===== src/verilog/hbsp_pkg.sv =====
// Purpose: Constants and types for the half-bridge serial command port
// Assumes: 16-bit frames, MSB first, shift clock sampled by clk
// Notes:   Fault inputs come from the protection logic around the port
// How it works
// - Port answers only while enable high
// - Raising enable leaves reset, accepts commands
// - Dropping enable clears all, drivers off
// - Each frame swaps its bits full duplex, word in last sixteen
// - Prefix thermal bit driven after select falls
// - Input bits sampled MSB first, clear first
// - Status shifted out MSB first on rises
// - Select rising ends frame, output released
// - Load word only without frame error
// - Clear bit clears faults of group
// - Bit fourteen picks bridges 8-7 or 6-1
// - Group one field layout for bridges 8-7
// - Group zero field layout for bridges 6-1
// - Command bits zero after power-on reset
// - Frame error unless 16 plus multiple eight
// - Status bits zero after power-on reset
// - Config status zero when bridge disabled
package hbsp_pkg;

    // ------------------------------------------------------------
    // Frame and field layout
    // ------------------------------------------------------------
    localparam int          FRAME_BITS   = 16;
    localparam int          BRIDGES      = 8;
    localparam int          POS_CLEAR    = 15;
    localparam int          POS_GROUP    = 14;
    localparam int          POS_ULD      = 13;
    localparam int          POS_EN_LO    = 7;
    localparam int          POS_CFG_LO   = 1;
    localparam int          POS_OV_LOCK  = 0;
    localparam int          POS_OCS      = 15;
    localparam int          POS_PSF      = 14;
    localparam int          POS_ULDS     = 13;
    localparam int          POS_TW       = 0;
    localparam logic [15:0] CMD_RESET    = 16'h0000;
    localparam logic [15:0] STAT_RESET   = 16'h0000;
    localparam logic [7:0]  BRIDGE_RESET = 8'h00;
    localparam logic [15:0] HI_EN_MASK   = 16'h0180;
    localparam logic [15:0] HI_CFG_MASK  = 16'h0006;
    localparam logic [15:0] LO_EN_MASK   = 16'h1F80;
    localparam logic [15:0] LO_CFG_MASK  = 16'h007E;

    // Bit counter: 16 for the first word, then modulo 8
    localparam logic [4:0]  CNT_FIRST    = 5'h10;
    localparam logic [4:0]  CNT_WRAP     = 5'h18;

    // Bridge control set derived from accepted commands
    typedef struct packed {
        logic [7:0] enable;
        logic [7:0] config_hs;
        logic       uld_hi;
        logic       uld_lo;
        logic       ov_lock;
    } hbsp_ctrl_t;

    // Fault inputs from the protection circuits
    typedef struct packed {
        logic       tsd;
        logic       tw;
        logic       psf;
        logic [7:0] ocs;
        logic [7:0] uld;
    } hbsp_fault_t;

    // Frame sampling state
    typedef enum logic [1:0] {
        ST_IDLE  = 2'b00,
        ST_FRAME = 2'b01,
        ST_DONE  = 2'b10
    } hbsp_state_t;

endpackage : hbsp_pkg


===== src/verilog/hbsp_sync.sv =====
// Purpose: Two flip-flop synchroniser for one pin
// Assumes: Reset value given per instance
// Notes:   First stage read only by the second
`timescale 1ns/1ns
`default_nettype none
module hbsp_sync #(
    parameter logic INIT = 1'b0
) (
    input  wire logic clk,
    input  wire logic rst_n,
    input  wire logic d,
    output var  logic q
);
    logic meta;

    // Two stage resynchronisation
    always_ff @(posedge clk or negedge rst_n) begin
        if (!rst_n) begin
            meta <= INIT;
            q    <= INIT;
        end else begin
            meta <= d;
            q    <= meta;
        end
    end
endmodule : hbsp_sync
`default_nettype wire


===== src/verilog/hbsp_fault_latch.sv =====
// Purpose: Latched bridge faults with group-wise clear
// Assumes: Fault inputs already on clk
// Notes:   A fault present while clearing stays set
`timescale 1ns/1ns
`default_nettype none
module hbsp_fault_latch
    import hbsp_pkg::*;
(
    input  wire logic       clk,
    input  wire logic       rst_n,
    input  wire logic       sleep,
    input  wire logic [7:0] ocs_in,
    input  wire logic [7:0] uld_in,
    input  wire logic       tsd_in,
    input  wire logic [7:0] clear_mask,
    input  wire logic       clear_tsd,
    output var  logic [7:0] ocs_lat,
    output var  logic [7:0] uld_lat,
    output var  logic       tsd_lat
);
    // group fault clear; set wins over clear
    always_ff @(posedge clk or negedge rst_n) begin
        if (!rst_n) begin
            ocs_lat <= BRIDGE_RESET;
            uld_lat <= BRIDGE_RESET;
            tsd_lat <= 1'b0;
        end else if (sleep) begin
            ocs_lat <= BRIDGE_RESET;
            uld_lat <= BRIDGE_RESET;
            tsd_lat <= 1'b0;
        end else begin
            ocs_lat <= (ocs_lat & ~clear_mask) | ocs_in;
            uld_lat <= (uld_lat & ~clear_mask) | uld_in;
            tsd_lat <= (tsd_lat & ~clear_tsd) | tsd_in;
        end
    end
endmodule : hbsp_fault_latch
`default_nettype wire


===== src/verilog/hbsp_port.sv =====
// Purpose: Serial command and status port of an eight-bridge driver
// Assumes: Shift clock well below clk/4; pins synchronised here
// Notes:   Drivers are outputs of accepted commands and faults
`timescale 1ns/1ns
`default_nettype none
module hbsp_port
    import hbsp_pkg::*;
(
    input  wire logic        clk,
    input  wire logic        rst_n,
    input  wire logic        enable,
    input  wire logic        frame_select_n,
    input  wire logic        shift_clock,
    input  wire logic        serial_in,
    input  wire hbsp_fault_t fault_in,
    output var  logic        serial_out,
    output var  logic        serial_out_oe,
    output var  logic [7:0]  bridge_output_state,
    output var  logic [7:0]  bridge_config_state,
    output var  logic        underload_shutoff_en_hi,
    output var  logic        underload_shutoff_en_lo,
    output var  logic        overvoltage_lockout_en,
    output var  logic        sleep_mode
);
    // ------------------------------------------------------------
    // Reset and pin synchronisation
    // ------------------------------------------------------------
    logic rst_meta;
    logic rst_sync_n;
    logic en_s;
    logic sel_n_s;
    logic sck_s;
    logic sdi_s;
    logic sel_n_d;
    logic sck_d;

    // Reset release through two flops
    always_ff @(posedge clk or negedge rst_n) begin
        if (!rst_n) begin
            rst_meta   <= 1'b0;
            rst_sync_n <= 1'b0;
        end else begin
            rst_meta   <= 1'b1;
            rst_sync_n <= rst_meta;
        end
    end

    hbsp_sync #(.INIT(1'b0)) u_sync_en (
        .clk   (clk),
        .rst_n (rst_sync_n),
        .d     (enable),
        .q     (en_s)
    );
    hbsp_sync #(.INIT(1'b1)) u_sync_sel (
        .clk   (clk),
        .rst_n (rst_sync_n),
        .d     (frame_select_n),
        .q     (sel_n_s)
    );
    hbsp_sync #(.INIT(1'b0)) u_sync_sck (
        .clk   (clk),
        .rst_n (rst_sync_n),
        .d     (shift_clock),
        .q     (sck_s)
    );
    hbsp_sync #(.INIT(1'b0)) u_sync_sdi (
        .clk   (clk),
        .rst_n (rst_sync_n),
        .d     (serial_in),
        .q     (sdi_s)
    );

    // Edge detection history
    always_ff @(posedge clk or negedge rst_sync_n) begin
        if (!rst_sync_n) begin
            sel_n_d <= 1'b1;
            sck_d   <= 1'b0;
        end else begin
            sel_n_d <= sel_n_s;
            sck_d   <= sck_s;
        end
    end

    logic sleep;
    logic sel_fall;
    logic sel_rise;
    logic sck_rise;
    logic sck_fall;
    assign sleep    = !en_s;
    assign sel_fall = en_s && sel_n_d && !sel_n_s;
    assign sel_rise = en_s && !sel_n_d && sel_n_s;
    assign sck_rise = en_s && !sel_n_s && !sck_d && sck_s;
    assign sck_fall = en_s && !sel_n_s && sck_d && !sck_s;

    // ------------------------------------------------------------
    // Frame sequencing
    // ------------------------------------------------------------
    hbsp_state_t state;
    logic [15:0] rx_shift;
    logic [15:0] tx_shift;
    logic [4:0]  bit_cnt;
    logic        first_done;
    logic        frame_ok;
    logic        accept;
    logic [15:0] bridge_command_word;
    logic        last_group;
    logic [15:0] status_word;

    // valid length is 16, then multiples of 8
    assign frame_ok = first_done && (bit_cnt == CNT_FIRST);
    // accept only a frame without error
    assign accept   = (state == ST_FRAME) && sel_rise && frame_ok;

    // leave sleep once enable is seen high
    always_ff @(posedge clk or negedge rst_sync_n) begin
        if (!rst_sync_n) begin
            state <= ST_IDLE;
        end else if (sleep) begin
            state <= ST_IDLE;
        end else begin
            unique case (state)
                ST_IDLE:  if (sel_fall) state <= ST_FRAME;
                ST_FRAME: if (sel_rise) state <= ST_DONE;
                ST_DONE:  state <= ST_IDLE;
                default:  state <= ST_IDLE;
            endcase
        end
    end

    // sample input on falling shift edge, MSB first
    always_ff @(posedge clk or negedge rst_sync_n) begin
        if (!rst_sync_n) begin
            rx_shift <= CMD_RESET;
        end else if (sleep || sel_fall) begin
            rx_shift <= CMD_RESET;
        end else if (state == ST_FRAME && sck_fall) begin
            rx_shift <= {rx_shift[14:0], sdi_s};
        end
    end

    // modulo 16 first word, modulo 8 after
    always_ff @(posedge clk or negedge rst_sync_n) begin
        if (!rst_sync_n) begin
            bit_cnt    <= 5'h00;
            first_done <= 1'b0;
        end else if (sleep || sel_fall) begin
            bit_cnt    <= 5'h00;
            first_done <= 1'b0;
        end else if (state == ST_FRAME && sck_fall) begin
            if (bit_cnt == CNT_FIRST - 5'h01) begin
                first_done <= 1'b1;
                bit_cnt    <= CNT_FIRST;
            end else if (bit_cnt == CNT_WRAP - 5'h01) begin
                bit_cnt    <= CNT_FIRST;
            end else begin
                bit_cnt    <= bit_cnt + 5'h01;
            end
        end
    end

    // status out MSB first on each rising edge
    // prefix bit shown from select fall to first rise
    always_ff @(posedge clk or negedge rst_sync_n) begin
        if (!rst_sync_n) begin
            tx_shift   <= STAT_RESET;
            serial_out <= 1'b0;
        end else if (sleep) begin
            tx_shift   <= STAT_RESET;
            serial_out <= 1'b0;
        end else if (sel_fall) begin
            tx_shift   <= status_word;
            serial_out <= tsd_lat;
        end else if (state == ST_FRAME && sck_rise) begin
            serial_out <= tx_shift[15];
            // full duplex; daisy data follows status
            tx_shift   <= {tx_shift[14:0], sdi_s};
        end
    end

    always_ff @(posedge clk or negedge rst_sync_n) begin
        if (!rst_sync_n) begin
            serial_out_oe <= 1'b0;
        end else begin
            serial_out_oe <= en_s && !sel_n_s;
        end
    end

    always_ff @(posedge clk or negedge rst_sync_n) begin
        if (!rst_sync_n) begin
            bridge_command_word <= CMD_RESET;
        end else if (sleep) begin
            bridge_command_word <= CMD_RESET;
        end else if (accept) begin
            bridge_command_word <= rx_shift;
        end
    end

    // status group follows the last accepted word
    assign last_group = bridge_command_word[POS_GROUP];

    // ------------------------------------------------------------
    // Command decode and bridge control
    // ------------------------------------------------------------
    logic       grp_hi;
    logic [7:0] clear_mask;
    logic [7:0] ocs_lat;
    logic [7:0] uld_lat;
    logic       tsd_lat;
    hbsp_ctrl_t ctrl;
    logic [7:0] ocs_now;
    logic [7:0] grp_bits;
    logic [7:0] next_out;
    logic [7:0] uld_kill;

    // group select picks the bridge set
    assign grp_hi   = rx_shift[POS_GROUP];
    assign grp_bits = grp_hi ? 8'hC0 : 8'h3F;
    assign clear_mask = (accept && rx_shift[POS_CLEAR]) ? grp_bits : 8'h00;

    hbsp_fault_latch u_faults (
        .clk        (clk),
        .rst_n      (rst_sync_n),
        .sleep      (sleep),
        .ocs_in     (fault_in.ocs),
        .uld_in     (fault_in.uld),
        .tsd_in     (fault_in.tsd),
        .clear_mask (clear_mask),
        .clear_tsd  (accept && rx_shift[POS_CLEAR]),
        .ocs_lat    (ocs_lat),
        .uld_lat    (uld_lat),
        .tsd_lat    (tsd_lat)
    );

    // latched or live overcurrent turns a bridge output off
    assign ocs_now = ocs_lat | fault_in.ocs;

    always_ff @(posedge clk or negedge rst_sync_n) begin
        if (!rst_sync_n) begin
            ctrl <= '0;
        end else if (sleep) begin
            ctrl <= '0;
        end else if (accept) begin
            ctrl.ov_lock <= rx_shift[POS_OV_LOCK];
            if (grp_hi) begin
                ctrl.uld_hi         <= rx_shift[POS_ULD];
                ctrl.enable[7:6]    <= rx_shift[8:7];
                ctrl.config_hs[7:6] <= rx_shift[2:1];
            end else begin
                ctrl.uld_lo         <= rx_shift[POS_ULD];
                ctrl.enable[5:0]    <= rx_shift[12:7];
                ctrl.config_hs[5:0] <= rx_shift[6:1];
            end
        end
    end

    // outputs off on sleep; config zero when off
    always_ff @(posedge clk or negedge rst_sync_n) begin
        if (!rst_sync_n) begin
            bridge_output_state     <= BRIDGE_RESET;
            bridge_config_state     <= BRIDGE_RESET;
            underload_shutoff_en_hi <= 1'b0;
            underload_shutoff_en_lo <= 1'b0;
            overvoltage_lockout_en  <= 1'b0;
            sleep_mode              <= 1'b1;
        end else begin
            bridge_output_state     <= sleep ? BRIDGE_RESET : next_out;
            bridge_config_state     <= sleep ? BRIDGE_RESET : (next_out & ctrl.config_hs);
            underload_shutoff_en_hi <= !sleep && ctrl.uld_hi;
            underload_shutoff_en_lo <= !sleep && ctrl.uld_lo;
            overvoltage_lockout_en  <= !sleep && ctrl.ov_lock;
            sleep_mode              <= sleep;
        end
    end

    // bridge drive from command, latched faults and live overcurrent and supply fault
    assign uld_kill = uld_lat & {{2{ctrl.uld_hi}}, {6{ctrl.uld_lo}}};
    assign next_out = ctrl.enable & ~ocs_now & ~uld_kill
                    & {8{!(tsd_lat || (fault_in.psf && ctrl.ov_lock))}};

    // ------------------------------------------------------------
    // Status word
    // ------------------------------------------------------------
    // status built from cleared state; by last group
    always_comb begin
        status_word           = STAT_RESET;
        status_word[POS_PSF]  = fault_in.psf;
        status_word[POS_TW]   = fault_in.tw;
        if (last_group) begin
            status_word[POS_OCS]  = |ocs_lat[7:6];
            status_word[POS_ULDS] = |uld_lat[7:6];
            status_word[8:7]      = bridge_output_state[7:6];
            status_word[2:1]      = bridge_config_state[7:6];
        end else begin
            status_word[POS_OCS]  = |ocs_lat[5:0];
            status_word[POS_ULDS] = |uld_lat[5:0];
            status_word[12:7]     = bridge_output_state[5:0];
            status_word[6:1]      = bridge_config_state[5:0];
        end
    end
endmodule : hbsp_port
`default_nettype wire


===== config.mk =====
export PLATFORM = sky130hd
export DESIGN_NAME = hbsp_port
export DESIGN_NICKNAME = d
export VERILOG_FILES = /design/src/verilog/hbsp_pkg.sv /design/src/verilog/hbsp_sync.sv /design/src/verilog/hbsp_fault_latch.sv /design/src/verilog/hbsp_port.sv
export SDC_FILE = /design/constraint.sdc
export NUM_CORES = 1
export LEC_CHECK = 0
export BUFFER_PORTS_ARGS = -buffer_cell sky130_fd_sc_hd__buf_2
export CAP_MARGIN = 15
export CORE_UTILIZATION = 45
export DETAILED_ROUTE_END_ITERATION = 10
export GPL_ROUTABILITY_DRIVEN = 0
export MAX_ROUTING_LAYER = met4
export PLACE_DENSITY_LB_ADDON = 0.15
export SYNTH_ARGS = -nofsm -noshare
export SYNTH_HDL_FRONTEND = slang
export SYNTH_SLANG_ARGS = --single-unit

===== constraint.sdc =====
create_clock -name clk -period 4.75 [get_ports clk]
set_input_delay 0.2375 -clock clk [delete_from_list [all_inputs] [get_ports clk]]
set_output_delay 0.2375 -clock clk [all_outputs]
set_load 0.03 [all_outputs]

==> flow_metrics.env, run 1 <==
export IMPL_h_tree_depth=3
export IMPL_finalHoldViolations=0
export IMPL_timing_rr_start="u_sync_en.q"
export IMPL_synth_warnings=0
export IMPL_min_from="fault_in[0]"
export IMPL_layout_commonest_cell="dfrtp_1"
export IMPL_rows=36
export IMPL_fin_area_um2=5036
export IMPL_drtPass1Iterations=4
export IMPL_synth_area_um2=4517
export IMPL_crit_path_end_kind="register"
export IMPL_portBuffers=46
export IMPL_min_path_type="input port to register"
export IMPL_coreArea_um2=9729
export IMPL_post_cts_setup_buffer_count=0
export IMPL_io_pins=47
export IMPL_setup_slack_ns=2.067
export IMPL_initial_utilization_pct=46.42
export IMPL_fillers=923
export IMPL_dieWidth_um=102.2
export IMPL_drc=0
export IMPL_synth_cells=434
export IMPL_antenna_found_initial=0
export IMPL_grtUsageTotal_pct=21.36
export IMPL_die_y_um=102.2
export IMPL_final_nets=500
export IMPL_synthesis_nets=462
export IMPL_synth_xor_area_share_pct=0
export IMPL_pre_cts_slack_ns=2.111
export IMPL_clock_path_buffers=2
export IMPL_grt_pass1_wl_um=16130
export IMPL_r2r_end="bridge_config_state[6]"
export IMPL_power_per_cell_area_nw_per_um2=315.3
export IMPL_area_growth_syn_to_layout_pct=11.50
export IMPL_drt_initial_drc_count=155
export IMPL_rr_worst_depth=5
export IMPL_power_leakage_uw=0.002279
export IMPL_wirelength_um=9948
export IMPL_diodes=0
export IMPL_drv_slew=0
export IMPL_ys_seq_area_share_pct=61.61
export IMPL_slowest_delay_ns=0.86
export IMPL_critPathMaxFanout=50
export IMPL_grt_max_degree=64
export IMPL_viasPerCell=5.328
export IMPL_netlist_area_leader_share_pct=59.28
export IMPL_ys_ff_latch=111
export IMPL_whs_endpoint="u_faults.uld_lat[0]"
export IMPL_fin_skew_ns=0.005064
export IMPL_clock_latency_ns=0.37
export IMPL_period_minus_slack_ns=2.683
export IMPL_status="finished, final reports clean"
export IMPL_post_synth_cell_area_avg_um2=10.41
export IMPL_cts_buffers=9
export IMPL_muxShareOfSynthArea_pct=1.884
export IMPL_path_buf_inv=2
export IMPL_cts_tree="done"
export IMPL_ys_flop_type="dfrtp_1"
export IMPL_synthTopCellsByArea="dfrtp_1, nand2_1, a21oi_1"
export IMPL_cp_arrival_ns=3.00
export IMPL_max_vdd_ir_drop_uv=177.7
export IMPL_post_dp_cell_area_um2=4813
export IMPL_synthAdderAreaFrac_pct=0.8310
export IMPL_cp_slowest_cell="a211oi_1"
export IMPL_worst_pin_slew_ns=0.9701
export IMPL_root_buffer="clkbuf_8"
export IMPL_crit_required_ns=5.06
export IMPL_path_class="register to register"
export IMPL_max_cap_violations=0
export IMPL_hpwlAfterDp_um=6795
export IMPL_synth_edf_count=0
export IMPL_synth_top_family_by_area="simple AND/OR/NAND/NOR gates"
export IMPL_worstHoldPathCells=3
export IMPL_synth_cell_types=40
export IMPL_path_delay_family="buffers and inverters"
export IMPL_synth_simple_area_share_pct=18.98
export IMPL_ant_nets=0
export IMPL_grt_pass1_vias=3072
export IMPL_grt_overflow_total=0
export IMPL_synth_compound_area_share_pct=13.49
export IMPL_slew_headroom_pct=35.33
export IMPL_post_route_period_util_pct=56.49
export IMPL_dieArea_um2=10440
export IMPL_rrSetupSlack_ns=2.07
export IMPL_fmax_ghz=0.3727
export IMPL_tns_ns=0
export IMPL_path_cells="buf_4 > inv_1 > a211oi_1 > and3_1 > and2_1"
export IMPL_synth_async_sr_flop_share_pct=100.0
export IMPL_setup_viol=0
export IMPL_cts_sinks=111
export IMPL_drive_gt1_share_pct=16.35
export IMPL_yosysTopAreaCell="dfrtp_1"
export IMPL_clk_pin_slew_ns=0.10
export IMPL_dr_total_vias=3250
export IMPL_start_kind="register"
export IMPL_rsz0062_at_grt="no"
export IMPL_wire_per_inst_um=16.31
export IMPL_layout_common_cells="dfrtp_1, nand2_1, a21oi_1, buf_2, o21ai_0"
-- metrics by stage --
stage / total power [uW] / std cells / util (%) / hold WS (ns)
3_3_place_gp: 1093 / 589 / 49.47 / 0.02249
2_1_floorplan: 1061 / 434 / - / -0.05809
4_1_cts: 1613 / 610 / 51.76 / 0.06209
6_report: 1588 / 610 / 51.76 / 0.07512
5_1_grt: 1660 / 610 / 51.76 / 0.07036
3_5_place_dp: 1096 / 589 / 49.47 / 0.02620
-- registers in the layout (all words and copies together), names as in the netlist, 2 cells and up --
register and count:
rx_shift 16, state 2, ctrl 18, u_faults.ocs_lat 8, bit_cnt 5, tx_shift 16, u_faults.uld_lat 8, bridge_command_word 2
bridge_config_state 8, bridge_output_state 8
-- cell usage after synthesis (2+ instances only) --
cell and n:
dfrtp_1 107, nand2_1 82, a21oi_1 46, o21ai_0 30, nor2_1 25, clkbuf_1 19
nand3_1 18, and2_1 13, a211oi_1 9, and3_1 9, a311oi_1 8, a31oi_1 7
inv_1 6, buf_2 5, nand4_1 5, dfstp_2 4, mux2_2 4, mux2i_1 4
ha_1 3, nand2b_1 3, a211o_1 2, and3b_1 2, buf_6 2, nor2b_1 2
nor3b_1 2, nor4_1 2, or4_1 2
-- how the worst max path moves through the flow --
stage / from / to / slack (ns) / depth (start not counted)
global route: u_sync_en.q / bridge_config_state[6] / 1.86 / 5
finish: u_sync_en.q / bridge_config_state[6] / 2.07 / 5
detailed placement: u_sync_en.q / bridge_config_state[6] / 2.11 / 5
global placement: u_sync_en.q / bridge_config_state[7] / 2.22 / 5
CTS: u_sync_en.q / bridge_config_state[6] / 2.08 / 5
floorplan: rst_sync_n / bit_cnt[0] / 1.44 / 0
-- cell families after synthesis --
family                     after synthesis
AOI/OAI and AO/OA                      105
other                                    1
and+or+nand+nor                        174
muxes                                    8
buffers and inverters                   32
DFF                                    111
adders and majority gates                3
-- repair_timing --
item                                    in CTS  in global routing
hold buffers                                 5                  0
endpoints found under the hold margin        6                  0
endpoints found under the setup margin       0                  0
gates resized for setup                      0                  0
-- final cells by class --
| cell class | instances | area, um^2 | share of cell area [%] |
|---|---|---|---|
| clock inverter | 7 | 48.80 | 0.9689 |
| inverter | 6 | 22.52 | 0.4472 |
| sequential | 111 | 2786 | 55.33 |
| tap | 133 | 166.4 | 3.304 |
| multi-input combinational | 291 | 1593 | 31.63 |
| timing repair buffer | 53 | 295.3 | 5.863 |
| clock buffer | 9 | 123.9 | 2.460 |
-- report_power, final --
| part | internal, uW | switching, uW |
|---|---|---|
| sequential | 970 | 23.9 |
| clock | 190 | 319 |
| combinational | 30.2 | 54.8 |
-- worst register-to-register path, delay by kind of cell (launching register included) --
kind,cells,cell delay [ns]
AND/OR/NAND/NOR,2,0.43
AO/OA/AOI/OAI,1,0.87
flip-flops,1,0.35
buffers and inverters,2,0.98
-- routing by layer --
layer | GRT usage (%) | up-vias | part of all wire (%)
met5 | - | - | 0
met4 | 5.275 | 0 | 1.3
met3 | 5.472 | 10 | 3.2
met2 | 31.44 | 52 | 47
met1 | 29.63 | 1613 | 49
li1 | - | 1575 | -
No activity file was read; power rests on OpenSTA's default activity.
==> run 2, diff against run 1 <==
==> constraint.sdc (replaced) <==
create_clock -name clk -period 2.69 [get_ports clk]
set_input_delay 0.1345 -clock clk [delete_from_list [all_inputs] [get_ports clk]]
set_output_delay 0.1345 -clock clk [all_outputs]
set_load 0.03 [all_outputs]
==> run 2 against run 1 <==
Global-route usage rose by 0.24 points. Highest routed layer unchanged. Largest cell class unchanged. Critical path type unchanged. Sequential cell count did not move. Hold slack worse by 0.066 ns. Via count rose by 0.52%. Setup slack lost 1.4 ns.
==> flow_metrics.env, run 2 (synthesized netlist as in run 1, its figures left out) <==
export IMPL_status="finished, final reports clean"
export IMPL_setup_viol=0
export IMPL_clock_latency_ns=0.37
export IMPL_rsz0062_at_grt="no"
export IMPL_tns_ns=0
export IMPL_clock_path_buffers=2
export IMPL_io_pins=47
export IMPL_drt_initial_drc_count=132
export IMPL_wirelength_um=9935
export IMPL_grt_pass1_vias=3185
export IMPL_rrSetupSlack_ns=0.71
export IMPL_viasPerCell=5.177
export IMPL_portBuffers=46
export IMPL_setup_slack_ns=0.7150
export IMPL_start_kind="register"
export IMPL_h_tree_depth=3
export IMPL_top_regs="ctrl x18, rx_shift x16, tx_shift x16"
export IMPL_clock_power_share_pct=34.5
export IMPL_fillers=901
export IMPL_hpwlAfterDp_um=6836
export IMPL_layout_commonest_cell="dfrtp_1"
export IMPL_pre_cts_slack_ns=0.7223
export IMPL_rows=36
export IMPL_r2r_end="u_faults.ocs_lat[1]"
export IMPL_die_y_um=102.2
export IMPL_post_route_period_util_pct=73.42
export IMPL_dieArea_um2=10440
export IMPL_timing_rr_start="bit_cnt[0]"
export IMPL_path_class="register to register"
export IMPL_worstHoldPathCells=3
export IMPL_max_vdd_ir_drop_uv=251.9
export IMPL_layout_common_cells="dfrtp_1, nand2_1, a21oi_1, buf_2, o21ai_0"
export IMPL_cts_buffers=9
export IMPL_min_path_type="input port to register"
export IMPL_whs_endpoint="u_faults.ocs_lat[7]"
export IMPL_clk_pin_slew_ns=0.09
export IMPL_max_cap_violations=0
export IMPL_grt_pass1_wl_um=16300
export IMPL_largest_reg_flops=18
export IMPL_power_per_cell_area_nw_per_um2=557.7
export IMPL_grt_overflow_total=0
export IMPL_grtUsageTotal_pct=21.59
export IMPL_slowest_delay_ns=0.52
export IMPL_fin_area_um2=5283
export IMPL_crit_path_end_kind="register"
export IMPL_seqPwrFrac_pct=59.5
export IMPL_internal_power_uw=2276
export IMPL_diodes=0
export IMPL_grt_max_degree=53
export IMPL_dr_total_vias=3267
export IMPL_path_cells="inv_1 > ha_1 > and3b_1 > nand4_1 > a21oi_1 > nor2_1"
export IMPL_fmax_ghz=0.5063
export IMPL_root_buffer="clkbuf_8"
export IMPL_initial_utilization_pct=46.42
export IMPL_worst_pin_slew_ns=0.7156
export IMPL_area_growth_syn_to_layout_pct=16.95
export IMPL_min_from="fault_in[15]"
export IMPL_drc=0
export IMPL_antenna_found_initial=0
export IMPL_p_comb_share_pct=6.0
export IMPL_drive_gt1_share_pct=17.07
export IMPL_cp_slowest_cell="nand4_1"
export IMPL_final_nets=521
export IMPL_fin_skew_ns=0.01255
export IMPL_register_area_um2=2786
export IMPL_p_sw_uw=670.1
export IMPL_power_leakage_uw=0.002405
export IMPL_crit_required_ns=2.94
export IMPL_rr_worst_depth=6
export IMPL_drtPass1Iterations=4
export IMPL_post_dp_cell_area_um2=4878
export IMPL_multi_input_area_um2=1593
export IMPL_p_sw_share_pct=22.74
export IMPL_ant_nets=0
export IMPL_cp_arrival_ns=2.23
export IMPL_coreArea_um2=9729
export IMPL_wire_per_inst_um=15.74
export IMPL_finalHoldViolations=0
export IMPL_dieWidth_um=102.2
export IMPL_drv_slew=0
export IMPL_slew_headroom_pct=52.18
export IMPL_period_minus_slack_ns=1.975
export IMPL_regMostFlops="ctrl"
export IMPL_cts_tree="done"
export IMPL_critPathMaxFanout=12
export IMPL_cts_sinks=111
run 2: area by class of cell:
class	instances	area share, %
inverters	6	0.4263
clock buffers	15	3.908
multi-input cells	291	30.15
repair buffers	74	9.474
well taps	133	3.150
flip-flops and latches	111	52.75
clock inverters	1	0.1421
run 2: worst max-delay path by stage:
stage                          start                  end  slack [ns]  cells past startpoint
after floorplan           rst_sync_n           bit_cnt[0]        0.84                      0
after global placement    bit_cnt[0]  u_faults.ocs_lat[0]        0.81                      6
after detailed placement  bit_cnt[0]  u_faults.ocs_lat[1]        0.72                      6
after CTS                 bit_cnt[0]  u_faults.ocs_lat[1]        0.70                      6
after global routing      bit_cnt[0]  u_faults.ocs_lat[2]        0.58                      6
final                     bit_cnt[0]  u_faults.ocs_lat[1]        0.71                      6
run 2: critical path: cells and delay by family, from the launching register on:
| family | cells | cell delay [ns] |
|---|---|---|
| AND/OR/NAND/NOR | 3 | 0.84 |
| adder cells (fa/ha/maj) | 1 | 0.14 |
| AO/OA/AOI/OAI | 1 | 0.36 |
| flip-flops | 1 | 0.42 |
| buffers and inverters | 1 | 0.10 |
run 2: timing repair:
item,in CTS,in global routing
hold buffers,19,0
endpoints found under the setup margin,0,0
endpoints found under the hold margin,20,0
resized for setup,0,0
buffers inserted,0,0
run 2: power groups by stage:
stage | clock, uW | sequential, uW | combinational [uW]
after global placement | 0 | 1780 | 157
after detailed placement | 0 | 1780 | 160
final | 1020 | 1750 | 178
after floorplan | 0 | 1790 | 79.3
after CTS | 1050 | 1750 | 181
after global routing | 1110 | 1760 | 201
run 2: metal layers:
metal / global-route usage (%) / vias to the layer above / share of wire, %
met5: - / - / 0
met4: 8.022 / 0 / 1.9
met3: 4.788 / 14 / 3.5
met2: 32.94 / 54 / 48
met1: 28.32 / 1582 / 47
li1: - / 1617 / -
run 2: metrics by stage:
stage	instances	power (uW)	hold WS, ns	utilization, %
final	631	2946	0.008628	54.30
after global routing	631	3076	0.02317	54.30
after CTS	631	2985	0.001048	54.30
after detailed placement	596	1945	-0.07666	50.14
after global placement	596	1941	-0.08044	50.14
after floorplan	434	1873	-0.1611	-
==> run 3, diff against run 2 <==
--- a/config.mk
+++ b/config.mk
@@ -5,6 +5,7 @@
 export SDC_FILE = /design/constraint.sdc
 export NUM_CORES = 1
 export LEC_CHECK = 0
+export ABC_AREA = 1
 export BUFFER_PORTS_ARGS = -buffer_cell sky130_fd_sc_hd__buf_2
 export CAP_MARGIN = 15
 export CORE_UTILIZATION = 45
==> constraint.sdc (replaced) <==
create_clock -name clk -period 1.7 [get_ports clk]
set_input_delay 0.085 -clock clk [delete_from_list [all_inputs] [get_ports clk]]
set_output_delay 0.085 -clock clk [all_outputs]
set_load 0.03 [all_outputs]
==> run 3 against run 2 <==
Via count rose by 7.5%. Synthesized cell count up 11%. Utilization rose by 1.9 points. Largest power group unchanged.
==> flow_metrics.env, run 3 <==
export IMPL_drt_initial_drc_count=168
export IMPL_ys_flop_type="dfrtp_1"
export IMPL_ys_seq_area_share_pct=60.52
export IMPL_tns_ns=0
export IMPL_min_path_type="input port to asynchronous set/reset pin"
export IMPL_finalHoldViolations=0
export IMPL_muxShareOfSynthArea_pct=0
export IMPL_netlist_top_cells_count="dfrtp_1, nand2_1, inv_1, nor2_1, o21ai_0"
export IMPL_layout_common_cells="dfrtp_1, nand2_1, buf_2"
export IMPL_synth_top_family_by_area="simple AND/OR/NAND/NOR gates"
export IMPL_hpwlAfterDp_um=7251
export IMPL_h_tree_depth=3
export IMPL_diodes=0
export IMPL_synth_cells=483
export IMPL_rsz0062_at_grt="no"
export IMPL_portBuffers=46
export IMPL_synthMostInstantiatedCell="dfrtp_1"
export IMPL_fin_skew_ns=0.007495
export IMPL_grt_overflow_total=0
export IMPL_post_synth_cell_area_avg_um2=9.520
export IMPL_ant_nets=0
export IMPL_yosysTopAreaCell="dfrtp_1"
export IMPL_period_minus_slack_ns=1.543
export IMPL_worst_pin_slew_ns=0.5352
export IMPL_cts_tree="done"
export IMPL_critPathMaxFanout=27
export IMPL_area_growth_syn_to_layout_pct=20.00
export IMPL_dieWidth_um=103.1
export IMPL_root_buffer="clkbuf_8"
export IMPL_synth_edf_count=0
export IMPL_status="finished, final reports clean"
export IMPL_synth_cell_types=35
export IMPL_drv_slew=0
export IMPL_dieArea_um2=10630
export IMPL_coreArea_um2=9819
export IMPL_power_per_cell_area_nw_per_um2=851.8
export IMPL_clock_latency_ns=0.36
export IMPL_largest_reg_flops=18
export IMPL_cp_arrival_ns=1.80
export IMPL_path_class="register to register"
export IMPL_total_power_uw=4700
export IMPL_grt_pass1_wl_um=16360
export IMPL_layout_commonest_cell="dfrtp_1"
export IMPL_synthesis_nets=511
export IMPL_ys_ff_latch=111
export IMPL_start_kind="register"
export IMPL_dr_total_vias=3512
export IMPL_fmax_ghz=0.6479
export IMPL_fillers=887
export IMPL_antenna_found_initial=0
export IMPL_post_dp_cell_area_um2=5049
export IMPL_clk_pin_slew_ns=0.10
export IMPL_power_leakage_uw=0.002623
export IMPL_slew_headroom_pct=64.32
export IMPL_synth_area_um2=4598
export IMPL_cts_sinks=111
export IMPL_io_pins=47
export IMPL_synth_warnings=0
export IMPL_fin_util_pct=56.19
export IMPL_synth_xor_area_share_pct=0.1905
export IMPL_max_vdd_ir_drop_uv=437.7
export IMPL_drtPass1Iterations=4
export IMPL_netlist_area_leader_share_pct=58.23
export IMPL_die_y_um=103.1
export IMPL_drc=0
export IMPL_wirelength_um=10060
export IMPL_crit_required_ns=1.96
export IMPL_clock_path_buffers=2
export IMPL_fin_area_um2=5518
export IMPL_initial_utilization_pct=46.83
export IMPL_post_route_period_util_pct=90.79
export IMPL_synth_simple_area_share_pct=20.11
export IMPL_cts_buffers=9
export IMPL_final_nets=588
export IMPL_viasPerCell=5.032
export IMPL_grtUsageTotal_pct=21.29
export IMPL_rows=36
export IMPL_rrSetupSlack_ns=0.16
export IMPL_grt_pass1_vias=3338
export IMPL_setup_viol=0
export IMPL_top_regs="ctrl x18, rx_shift x16, tx_shift x16"
export IMPL_holdWs_ns=0.01659
export IMPL_synthTopCellsByArea="dfrtp_1, nand2_1, inv_1"
export IMPL_synth_compound_area_share_pct=11.95
export IMPL_wire_per_inst_um=14.41
export IMPL_grt_max_degree=40
export IMPL_synthAdderAreaFrac_pct=0.8163
export IMPL_max_cap_violations=0
export IMPL_regMostFlops="ctrl"
export IMPL_drive_gt1_share_pct=18.05
export IMPL_synth_async_sr_flop_share_pct=100.0
export IMPL_crit_path_end_kind="register"
==> run 3: changes by cell type after synthesis, moves of 9 or more <==
cell	previous run	this run
clkbuf_1	19	8
o31ai_1	0	15
a211oi_1	9	0
o21ai_1	0	14
a21oi_1	46	20
inv_1	6	44
nor2_1	25	39
nand2_1	82	105
and3_1	9	0
and2_1	13	0
o21a_1	0	10
==> run 3: worst paths after layout <==
check / cells past startpoint / from / end
setup / recovery: 7 / u_sync_sel.q / ctrl[12]
max in group asynchronous: 1 / rst_sync_n / sel_n_d
hold reg to reg: 0 / rst_sync_n / u_sync_sdi.q
hold / removal: 2 / rst_n / rst_sync_n
min in group clk: 3 / fault_in[16] / tx_shift[14]
setup reg to reg: 7 / u_sync_sel.q / ctrl[12]
==> run 3: per-stage QoR <==
step | setup slack [ns] | cells
finish | 0.1566 | 698
global placement | 0.1182 | 659
global route | 0.01813 | 698
detailed placement | 0.04288 | 659
CTS | 0.02330 | 698
floorplan | 0.1838 | 483
==> run 3: cell families after synthesis <==
group | Yosys count
fa+ha+maj | 3
xor+xnor | 1
buf+inv | 67
other cells | 1
compound gates | 95
flops | 111
simple gates | 205
==> run 3: report_power, final <==
| group | total [uW] | leakage, uW | switching, uW | internal (uW) |
|---|---|---|---|---|
| sequential | 2760 | 0.00148 | 62.3 | 2700 |
| combinational | 349 | 0.00104 | 207 | 141 |
| clock | 1590 | 0.000100 | 890 | 697 |
==> run 3: layer usage <==
layer  global-route usage [%]  share of wire [%]  vias up  wire length [um]
li1                         -                  -     1743                 -
met1                    27.68                 47     1700              4750
met2                    33.95                 49       59              4880
met3                    4.000                2.9       10               295
met4                    6.717                1.3        0               129
met5                        -                  0        -                 0
==> run 3: critical path: stages, from the launching register on <==
cell and delay [ns]:
dfstp_2 0.59, nand3_2 0.12, nor2_4 0.16, nand2_1 0.12, nand2_2 0.14, nand2_8 0.13
nand2_1 0.09, o21ai_1 0.07
==> run 3: final cells by class <==
class / count / area [um^2] / share of cell area, %
multi-input combinational: 305 / 1555 / 28.19
clock buffer: 9 / 123.9 / 2.245
clock inverter: 7 / 81.33 / 1.474
tap: 133 / 166.4 / 3.016
timing repair buffer: 86 / 625.6 / 11.34
inverter: 47 / 178.9 / 3.243
sequential: 111 / 2786 / 50.50
==> run 3: what timing repair did <==
| item | in CTS | in global routing |
|---|---|---|
| setup endpoints to repair | 0 | 36 |
| hold buffers | 23 | 0 |
| endpoints found under the hold margin | 24 | 0 |
| resized for setup | 0 | 8 |
| buffers inserted | 0 | 0 |
